$ cat config.mk
export PLATFORM = sky130hd
export DESIGN_NAME = sbsr_status_byte
export DESIGN_NICKNAME = d
export VERILOG_FILES = /design/src/sbsr_pkg.sv /design/src/sbsr_event_reg.sv /design/src/sbsr_status_byte.sv
export SDC_FILE = /design/constraint.sdc
export NUM_CORES = 1
export LEC_CHECK = 0
export BUFFER_PORTS_ARGS = -buffer_cell sky130_fd_sc_hd__buf_2
export CORE_MARGIN = 2
export CORE_UTILIZATION = 40
export CTS_CLUSTER_DIAMETER = 150
export DETAILED_ROUTE_END_ITERATION = 10
export HOLD_SLACK_MARGIN = 0.02
export MAX_ROUTING_LAYER = met4
export PLACE_DENSITY_LB_ADDON = 0.2
export SYNTH_ARGS = -nofsm -noshare
export SYNTH_HDL_FRONTEND = slang
export SYNTH_HIERARCHICAL = 1
export SYNTH_SLANG_ARGS = --single-unit
$ cat constraint.sdc
create_clock -name clk -period 3.6 [get_ports clk]
set_input_delay 0.72 -clock clk [delete_from_list [all_inputs] [get_ports clk]]
set_output_delay 0.72 -clock clk [all_outputs]
set_load 0.02 [all_outputs]
$ cat src/sbsr_pkg.sv
// package: status summary byte layout, mask layout and command codes
package sbsr_pkg;

  // ****************************************************************
  // status summary byte bit positions
  // ****************************************************************
  localparam int BIT_UNUSED   = 0;
  localparam int BIT_DEVSTAT  = 1;
  localparam int BIT_ERRQ     = 2;
  localparam int BIT_QUEST    = 3;
  localparam int BIT_MSGWAIT  = 4;
  localparam int BIT_STDEVT   = 5;
  localparam int BIT_MASTER   = 6;
  localparam int BIT_OPER     = 7;

  // ****************************************************************
  // widths and reset values
  // ****************************************************************
  localparam int SUM_W   = 8;
  localparam int EVT_W   = 16;
  localparam int STD_W   = 8;
  localparam logic [SUM_W-1:0] MASK_RST    = 8'h00;
  localparam logic [EVT_W-1:0] EVT_RST     = 16'h0000;
  localparam logic [EVT_W-1:0] EVT_VALID   = 16'h7fff;
  localparam logic [STD_W-1:0] STD_RST     = 8'h00;
  localparam logic [SUM_W-1:0] SRC_MASK    = 8'hbe;

  // ****************************************************************
  // lower-level register selector
  // ****************************************************************
  typedef enum logic [1:0] {
    LVL_DEVICE,
    LVL_QUEST,
    LVL_OPER,
    LVL_STDEVT
  } sbsr_lvl_t;

  // ****************************************************************
  // host command port
  // ****************************************************************
  typedef enum logic [2:0] {
    CMD_NONE,
    CMD_READ_SUMMARY,
    CMD_SERIAL_POLL,
    CMD_WRITE_MASK,
    CMD_READ_MASK,
    CMD_READ_EVENT,
    CMD_WRITE_ENABLE,
    CMD_READ_ENABLE
  } sbsr_cmd_t;

  typedef struct packed {
    logic      valid;
    sbsr_cmd_t cmd;
    sbsr_lvl_t lvl;
    logic [EVT_W-1:0] data;
  } sbsr_req_t;

  typedef struct packed {
    logic             valid;
    logic [EVT_W-1:0] data;
  } sbsr_rsp_t;

  // one event pulse vector per lower-level register
  typedef struct packed {
    logic [EVT_W-1:0] device;
    logic [EVT_W-1:0] quest;
    logic [EVT_W-1:0] oper;
    logic [STD_W-1:0] stdevt;
  } sbsr_evt_t;

endpackage : sbsr_pkg

$ cat src/sbsr_event_reg.sv
// module: one latching event register with enable mask and summary bit
`timescale 1ns/1ps
`default_nettype none

module sbsr_event_reg #(
  parameter int                W     = 16,
  parameter logic [W-1:0]      VALID = '1
) (
  input  wire logic         clk,
  input  wire logic         rst_b,
  input  wire logic [W-1:0] eventIn,
  input  wire logic         readClear,
  input  wire logic         enableWrite,
  input  wire logic [W-1:0] enableData,
  output logic      [W-1:0] eventBits,
  output logic      [W-1:0] enableBits,
  output logic              summary
);
  import sbsr_pkg::*;

  // anything wider than the host data word cannot be read back in one response
  if (W < 1 || W > EVT_W) begin : g_bad_width
    $error("sbsr_event_reg: width out of range");
  end

  logic [W-1:0] event_r;
  logic [W-1:0] enable_r;

  // ****************************************************************
  // event latch
  // ****************************************************************
  // a new event in the clearing cycle survives the read
  always_ff @(posedge clk or negedge rst_b) begin
    if (!rst_b) begin
      event_r <= '0;
    end else if (readClear) begin
      event_r <= eventIn & VALID;
    end else begin
      event_r <= (event_r | eventIn) & VALID;
    end
  end

  always_ff @(posedge clk or negedge rst_b) begin
    if (!rst_b) begin
      enable_r <= '0;
    end else if (enableWrite) begin
      enable_r <= enableData & VALID;
    end
  end

  assign eventBits  = event_r;
  assign enableBits = enable_r;
  assign summary    = |(event_r & enable_r);

endmodule : sbsr_event_reg

`default_nettype wire

$ cat src/sbsr_status_byte.sv
// module: status summary byte, service request mask and request output
`timescale 1ns/1ps
`default_nettype none

// Behaviour
// - bit 6 is derived from the other bits and the mask, never a source of its own.
// - the summary byte is returned on a summary query or a serial poll.
// - the mask has one bit per summary bit and its bit 6 takes no part in requests.
// - a rising enabled summary bit raises the service request line.
// - the mask is written by command and read back by query.
// - bit 1 is the summary of the device-state register.
// - bit 2 is high while the error queue holds an entry.
// - each new error queue entry raises a request when bit 2 is enabled.
// - bit 3 is the enabled summary of the questionable-state register.
// - bit 4 shows a message waiting in the output queue.
// - bit 5 is the enabled summary of the standard event register.
// - bit 7 is the enabled summary of the operation-state register.
// - each lower summary is the OR of its event bits ANDed with enables.
// - reading a lower event register clears it; events latch until read.
module sbsr_status_byte (
  input  wire logic            clk,
  input  wire logic            rst_b,
  input  wire sbsr_pkg::sbsr_req_t req,
  output sbsr_pkg::sbsr_rsp_t  rsp,
  input  wire sbsr_pkg::sbsr_evt_t events,
  input  wire logic            errQueueNotEmpty,
  input  wire logic            errQueuePush,
  input  wire logic            messageWaiting,
  input  wire logic            srqAck,
  output logic                 serviceRequest,
  output logic [7:0]           statusSummaryByte
);
  import sbsr_pkg::*;

  // ****************************************************************
  // elaboration checks
  // ****************************************************************
  // byte port is fixed at eight bits; std register rides in the data word
  if (SUM_W != 8 || STD_W > EVT_W) begin : g_bad_width
    $error("sbsr_status_byte: package widths do not fit the ports");
  end

  // ****************************************************************
  // command decode
  // ****************************************************************
  function automatic logic isCmd(sbsr_req_t r, sbsr_cmd_t c);
    return r.valid && (r.cmd == c);
  endfunction : isCmd

  function automatic logic isLvl(sbsr_req_t r, sbsr_cmd_t c, sbsr_lvl_t l);
    return isCmd(r, c) && (r.lvl == l);
  endfunction : isLvl

  // shared by all four lower levels of the read path
  function automatic logic [EVT_W-1:0] pickEvt(sbsr_cmd_t c, logic [EVT_W-1:0] evt,
                                               logic [EVT_W-1:0] en);
    return (c == CMD_READ_EVENT) ? evt : en;
  endfunction : pickEvt

  // ****************************************************************
  // lower-level registers
  // ****************************************************************
  logic [EVT_W-1:0] devEvt, devEn, qstEvt, qstEn, opEvt, opEn;
  logic [STD_W-1:0] stdEvt, stdEn;
  logic             devSum, qstSum, opSum, stdSum;

  sbsr_event_reg #(.W(EVT_W), .VALID(EVT_VALID)) u_dev (
    .clk         (clk),
    .rst_b       (rst_b),
    .eventIn     (events.device),
    .readClear   (isLvl(req, CMD_READ_EVENT, LVL_DEVICE)),
    .enableWrite (isLvl(req, CMD_WRITE_ENABLE, LVL_DEVICE)),
    .enableData  (req.data),
    .eventBits   (devEvt),
    .enableBits  (devEn),
    .summary     (devSum)
  );

  sbsr_event_reg #(.W(EVT_W), .VALID(EVT_VALID)) u_qst (
    .clk         (clk),
    .rst_b       (rst_b),
    .eventIn     (events.quest),
    .readClear   (isLvl(req, CMD_READ_EVENT, LVL_QUEST)),
    .enableWrite (isLvl(req, CMD_WRITE_ENABLE, LVL_QUEST)),
    .enableData  (req.data),
    .eventBits   (qstEvt),
    .enableBits  (qstEn),
    .summary     (qstSum)
  );

  sbsr_event_reg #(.W(EVT_W), .VALID(EVT_VALID)) u_op (
    .clk         (clk),
    .rst_b       (rst_b),
    .eventIn     (events.oper),
    .readClear   (isLvl(req, CMD_READ_EVENT, LVL_OPER)),
    .enableWrite (isLvl(req, CMD_WRITE_ENABLE, LVL_OPER)),
    .enableData  (req.data),
    .eventBits   (opEvt),
    .enableBits  (opEn),
    .summary     (opSum)
  );

  sbsr_event_reg #(.W(STD_W), .VALID(8'hff)) u_std (
    .clk         (clk),
    .rst_b       (rst_b),
    .eventIn     (events.stdevt),
    .readClear   (isLvl(req, CMD_READ_EVENT, LVL_STDEVT)),
    .enableWrite (isLvl(req, CMD_WRITE_ENABLE, LVL_STDEVT)),
    .enableData  (req.data[STD_W-1:0]),
    .eventBits   (stdEvt),
    .enableBits  (stdEn),
    .summary     (stdSum)
  );

  // ****************************************************************
  // summary byte and service request
  // ****************************************************************
  logic [SUM_W-1:0] mask_r;
  logic [SUM_W-1:0] srcBits;
  logic [SUM_W-1:0] srcPrev_r;
  logic             srqDrop;
  logic             srq_r;
  logic             masterBit;
  logic             riseHit;

  always_comb begin
    srcBits              = '0;
    srcBits[BIT_UNUSED]  = 1'b0;
    srcBits[BIT_DEVSTAT] = devSum;
    srcBits[BIT_ERRQ]    = errQueueNotEmpty;
    srcBits[BIT_QUEST]   = qstSum;
    srcBits[BIT_MSGWAIT] = messageWaiting;
    srcBits[BIT_STDEVT]  = stdSum;
    srcBits[BIT_OPER]    = opSum;
  end

  // mask bit 6 and bit 0 are cut out by SRC_MASK
  assign masterBit = |(srcBits & mask_r & SRC_MASK);

  // a push while the queue is already non-empty has no rising edge, so count it too
  assign riseHit = (|(srcBits & ~srcPrev_r & mask_r & SRC_MASK))
                 || (errQueuePush && mask_r[BIT_ERRQ]);

  always_ff @(posedge clk or negedge rst_b) begin
    if (!rst_b) begin
      srcPrev_r <= '0;
    end else begin
      srcPrev_r <= srcBits;
    end
  end

  always_ff @(posedge clk or negedge rst_b) begin
    if (!rst_b) begin
      mask_r <= MASK_RST;
    end else if (isCmd(req, CMD_WRITE_MASK)) begin
      mask_r <= req.data[SUM_W-1:0];
    end
  end

  // poll or acknowledge retires the request, as does losing every enabled source
  assign srqDrop = srqAck || isCmd(req, CMD_SERIAL_POLL) || !masterBit;

  // request held until a poll, an ack or loss of every enabled source; a new rise wins over the ack
  always_ff @(posedge clk or negedge rst_b) begin
    if (!rst_b) begin
      srq_r <= 1'b0;
    end else if (riseHit) begin
      srq_r <= 1'b1;
    end else if (srqDrop) begin
      srq_r <= 1'b0;
    end
  end

  assign serviceRequest = srq_r;

  // ****************************************************************
  // response path
  // ****************************************************************
  logic [SUM_W-1:0] byteNow;
  assign byteNow = (srcBits & SRC_MASK) | (SUM_W'(masterBit) << BIT_MASTER);

  always_ff @(posedge clk or negedge rst_b) begin
    if (!rst_b) begin
      statusSummaryByte <= '0;
    end else begin
      statusSummaryByte <= byteNow;
    end
  end

  always_ff @(posedge clk or negedge rst_b) begin
    if (!rst_b) begin
      rsp <= '0;
    end else begin
      rsp.valid <= req.valid;
      rsp.data  <= EVT_RST;
      if (req.valid) begin
        unique case (req.cmd)
          CMD_READ_SUMMARY, CMD_SERIAL_POLL: begin
            rsp.data <= {8'h00, byteNow};
          end
          CMD_READ_MASK: begin
            rsp.data <= {8'h00, mask_r};
          end
          CMD_READ_EVENT, CMD_READ_ENABLE: begin
            unique case (req.lvl)
              LVL_DEVICE: rsp.data <= pickEvt(req.cmd, devEvt, devEn);
              LVL_QUEST:  rsp.data <= pickEvt(req.cmd, qstEvt, qstEn);
              LVL_OPER:   rsp.data <= pickEvt(req.cmd, opEvt, opEn);
              LVL_STDEVT: rsp.data <= pickEvt(req.cmd, {8'h00, stdEvt}, {8'h00, stdEn});
            endcase
          end
          default: begin
            rsp.data <= EVT_RST;
          end
        endcase
      end
    end
  end

endmodule : sbsr_status_byte

`default_nettype wire

Word-level counts from Yosys, hierarchy flattened
Cells that the tools add are included.

Output and inout bits: 26. Logic and storage cells: 77. Flip-flop bits (word level): 146.

Reductions and logical operators: 27. Bitwise operators: 13. Equality and inequality tests: 10. Multiplexer cells: 13.

Operator list (number): $mux W15 (6); $pmux W16 S4 (1); $pmux W16 S3 (1); $reduce_or A16 Y1 (3); $and A15 B15 Y15 (3); $or A15 B15 Y15 (3); $and A8 B8 Y8 (4); $mux W16 (1); $mux W8 (2); $logic_and A1 B1 Y1 (13); $eq A3 B3 Y1 const B (4); $reduce_or A6 Y1 (2); $not A8 Y8 (1); $or A8 B7 Y8 (1); $or A8 B8 Y8 (1); $reduce_or A8 Y1 (1); $eq A3 B2 Y1 const B (2); $eq A2 B2 Y1 const B (2); $reduce_or A2 Y1 (2); $eq A3 B1 Y1 const B (1); $logic_or A1 B1 Y1 (3); $eq A2 B1 Y1 const B (1); $logic_not A2 Y1 (1); $mux W1 (2); 2 further kinds (2).

Logic depth before layout (Yosys ltp)
Word-level depth: 8. Gate-level depth with buffers: 8. Mapped depth without buffers: 7.

Hierarchy
Netlist, hierarchy kept.

Modules (own cells, without submodules): sbsr_event_reg at u_dev ... (cells an instance 76, instances 3, area an instance 1186.1 µm²); sbsr_status_byte (cells an instance 223, instances 1, area an instance 2262.2 µm²); sbsr_event_reg at u_std (cells an instance 39, instances 1, area an instance 631.9 µm²).

Least setup slack after synthesis
Ideal clock, no wire load.

Path kind: input to register. Start point: in req[17] in the netlist's numbering. End point: reg u_op.enable_r[10], in the netlist u_op/enableBits[10]. Setup time: 0.125 ns. Slack: 1.409 ns. Arrival: 2.066 ns. Cell stages on the path: 7. Cells stage by stage: clkbuf_1 clkbuf_1 nand2_1 nor2_1 buf_4 buf_6 mux2_4.

Word-level cells in the longest chain between the ends: 2.

RTL lines: start, declared (line sbsr_status_byte.sv:23) `input wire sbsr_pkg::sbsr_req_t req,`; $eq A2 B2 Y1 (line sbsr_status_byte.sv:51) `return isCmd(r, c) && (r.lvl == l);`; $logic_and A1 B1 Y1 (line sbsr_status_byte.sv:51); end signal, assigned (line sbsr_event_reg.sv:47) `enable_r <= enableData & VALID;`; end, declared (line sbsr_event_reg.sv:27) `logic [W-1:0] enable_r;`.

No other way between the ends. A chain may end at the register's enable or synchronous reset.

Worst setup path after layout
Start point: reg u_op.enable_r[3], in the netlist u_op/enableBits[3]. End point: reg srq_r, in the netlist serviceRequest.

Word-level cells in the longest chain between the ends: 7.

RTL lines: $and A15 B15 Y15 (line sbsr_event_reg.sv:53) `assign summary = |(event_r & enable_r);`; $reduce_or A16 Y1 (line sbsr_event_reg.sv:53); net opSum (line sbsr_status_byte.sv:65) `logic devSum, qstSum, opSum, stdSum;`; $and A8 B8 Y8 (line sbsr_status_byte.sv:138) `assign masterBit = |(srcBits & mask_r & SRC_MASK);`; $reduce_or A6 Y1 (line sbsr_status_byte.sv:138); net masterBit (line sbsr_status_byte.sv:123) `logic masterBit;`; $logic_not A1 Y1 (line sbsr_status_byte.sv:161) `assign srqDrop = srqAck || isCmd(req, CMD_SERIAL_POLL) || !masterBit;`; $logic_or A1 B1 Y1 (line sbsr_status_byte.sv:161); $reduce_bool A2 Y1 (no line); end signal, assigned (line sbsr_status_byte.sv:166) `srq_r <= 1'b0;`; end signal, assigned (line sbsr_status_byte.sv:168) `srq_r <= 1'b1;`; end signal, assigned (line sbsr_status_byte.sv:170) `srq_r <= 1'b0;`; end, declared (line sbsr_status_byte.sv:122) `logic srq_r;`.

The timed path passes the listed nets, and every way through them passes these cells.

==> impl_metrics.py <==
metrics = {
    "logic_synthesis": {
        "synth_xor_area_share_pct": 0.136,
        "yosys_warnings": 6,
        "synthArstFlopShare_pct": 100,
        "synth_top_family_by_area": "multiplexers",
        "synthSimpleGateAreaFrac_pct": 5.95,
        "syn_inst": 490,
        "synth.mux.area_fraction_pct": 19.8,
        "ys_types": 48,
        "synth_top_area_share_pct": 53.9,
        "synth_seq_cells": 139,
        "synth_seq_area_share_pct": 53.9,
        "synth_edf_count": 0,
        "synth_compound_area_share_pct": 15.4,
        "synth.area.top_cells": "dfrtp_1 54%, mux2_4 8.8%, a21o_1 6.3%",
        "synth_adder_area_share_pct": 0,
        "synth_area_mm2": 0.00645,
        "synth_ff_type": "dfrtp_1",
        "syn_area_per_cell_um2": 13.2,
        "yosysTopAreaCell": "dfrtp_1",
    },
    "final_layout": {
        "multi_input_area_mm2": 0.00269,
        "antenna_cells": 0,
        "final_nets": 673,
        "fillCellCount": 1433,
        "final_cell_mix": "139 x dfrtp_1, 103 x buf_2, 54 x a21o_1",
        "drive_gt1_share_pct": 35.9,
        "final-seq-area_mm2": 0.00348,
        "final_util_pct": 48.8,
        "syn_to_final_growth_pct": 19.7,
        "final_common_cell": "dfrtp_1",
    },
    "floorplan": {
        "core_mm2": 0.0158,
        "die_w_um": 131,
        "fp-row-count": 46,
        "fp.dieH_um": 131,
        "dieArea_mm2": 0.0172,
        "io_pins": 110,
        "initial_core_util_pct": 40.8,
    },
    "clocking": {
        "holdBufCountCts": 0,
        "cts_buffers": 17,
        "clkTransAtPathRegs_ns": 0.06,
        "clock_path_buffers": 2,
        "cts_root_buffer": "clkbuf_16",
        "cts_resized": 0,
        "cts_post_setup_buffers_inserted": 0,
        "cts_tree": "yes",
        "clk-insertion-delay-late_ns": 0.42,
        "cts.sinks": 139,
        "htree_levels": 4,
    },
    "drt": {
        "vias_per_cell": 5.52,
        "routed_wl_mm": 17.3,
        "drtIter0Drc": 413,
        "remaining_drc_errors": 0,
        "ant_nets": 0,
        "vias": 4511,
        "dr.pass1.iters": 5,
        "wire_per_inst_um": 21.2,
    },
    "power_and_ir_drop": {
        "p_total_mw": 4.45,
        "ir_worst_vdd_v": 0.000344,
        "power.leakage_nw": 3.34,
        "power.density_mw_per_mm2": 577,
    },
    "sta": {
        "fin_crit_ns": 2.48,
        "setup_ws_ns": 1.12,
        "fin_crit_sh_pct": 68.8,
        "relSlewSlack_pct": 39.7,
        "tightest_slew_ns": 0.905,
        "setup_tns_ns": 0,
        "maxSlewViolCount": 0,
        "rsz0062_at_grt": "false",
        "finalSetupViolCount": 0,
        "fmax_mhz": 404,
        "fin_skew_ns": 0.00815,
        "finalHoldViolCount": 0,
    },
    "placement": {
        "place.gp.congestion": 0.919,
        "pre_cts_ws_ns": 0.956,
        "place_hpwl_mm": 12.5,
        "io_buffers": 104,
    },
    "critical_path": {
        "critical_path_class": "flip-flop to flip-flop",
        "worstPathArrival_ns": 2.77,
        "crit_path_start_kind": "flip-flop",
        "cp-end-kind": "flip-flop",
        "path_max_fanout": 4,
        "r2r_slack_ns": 1.12,
        "worstPathRequired_ns": 3.89,
    },
    "global_route": {
        "grt_pass1_wl_mm": 26.7,
        "grt_max_degree": 97,
        "antenna_found_initial": 0,
        "gr-usage-all-layers_pct": 22.1,
        "grt-ovfl-total": 0,
        "grt_pass1_vias": 4573,
    },
    "run": {
        "maxCapViolations": 0,
    },
    "status": {
        "status": "finished, final reports clean",
    },
    "min_path": {
        "min_path_type": "primary input to async pin",
    },
}
[cells by family (layout without fill, tap and decap cells)]
group                  count (synthesis)  after routing
AO/OA/AOI/OAI                        130            130
buffers and inverters                 42            150
AND/OR/NAND/NOR                       81             81
flip-flops                           139            139
multiplexers                          93             93
other                                  4              7
XOR/XNOR                               1              1
[cells in the mapped netlist, types with 4 or more instances]
library cell,n
conb_1,4
nor3_1,5
clkbuf_1,5
a21o_1,54
o21ai_0,4
nand2_1,31
mux2i_1,21
nor2b_1,4
nand4_1,5
buf_4,10
o32ai_1,6
o21ai_1,7
mux2_2,25
buf_6,8
and3_1,4
buf_2,8
a2bb2oi_1,12
mux2_4,38
nor2_1,20
inv_1,7
dfrtp_1,139
mux4_2,6
a22oi_1,25
[worst max-delay path: stages, from the launching register on]
cell	delay, ns
dfrtp_1	0.40
a22o_1	0.25
a221oi_1	0.30
nand4_1	0.34
a22oi_1	0.27
nand4_1	0.21
nor4bb_1	0.18
or4_1	0.40
[power by group]
group	switching, mW	leakage (nW)	internal [mW]
Clock	0.662	0.314	1.28
Combinational	0.300	1.47	0.348
Sequential	0.134	1.55	1.73
Total	1.10	3.34	3.36
[flip-flops by register name (all words and copies together), names as in the netlist, 5 cells and up]
name,flops
u_qst/eventBits,15
u_op/enableBits,15
mask_r,8
rsp,17
u_qst/enableBits,15
u_dev/enableBits,15
srcPrev_r,5
u_op/eventBits,15
u_std/enableBits,8
u_std/eventBits,8
u_dev/eventBits,15
[per-stage QoR]
step / std cells / hold WS, ns / cell area [um^2]
detailed placement: 786 / 0.498 / 7070
CTS: 817 / 0.419 / 7720
global route: 817 / 0.426 / 7720
floorplan: 493 / 0.424 / 6460
global placement: 786 / 0.492 / 7070
finish: 817 / 0.388 / 7720
[routing by layer]
layer  vias up  global-route usage (%)  part of all wire [%]
li1       2007                       -                     -
met1      2296                    30.5                    46
met2       177                    31.2                    44
met3        31                    4.80                   6.5
met4         0                    9.82                   2.7
met5         -                       -                     0
[worst paths after layout]
check / startpoint / endpoint / depth (start not counted)
min reg2reg: mask_r[0] / mask_r[0] / 1
max: u_op/enableBits[3] / serviceRequest / 7
max reg2reg: u_op/enableBits[3] / serviceRequest / 7
min in group clk: messageWaiting / srcPrev_r[4] / 1
min: rst_b / u_op/eventBits[6] / 1
max in group asynchronous: rst_b / u_qst/eventBits[2] / 2
[layout make-up]
| cell class | instances | share of cell area [%] |
|---|---|---|
| inverters | 7 | 0.340 |
| clock inverters | 11 | 2.48 |
| multi-input cells | 312 | 34.9 |
| clock buffers | 20 | 6.04 |
| flip-flops and latches | 139 | 45.0 |
| repair buffers | 112 | 7.76 |
| well taps | 216 | 3.50 |
Note: power is estimated with default switching activity, not from simulation.
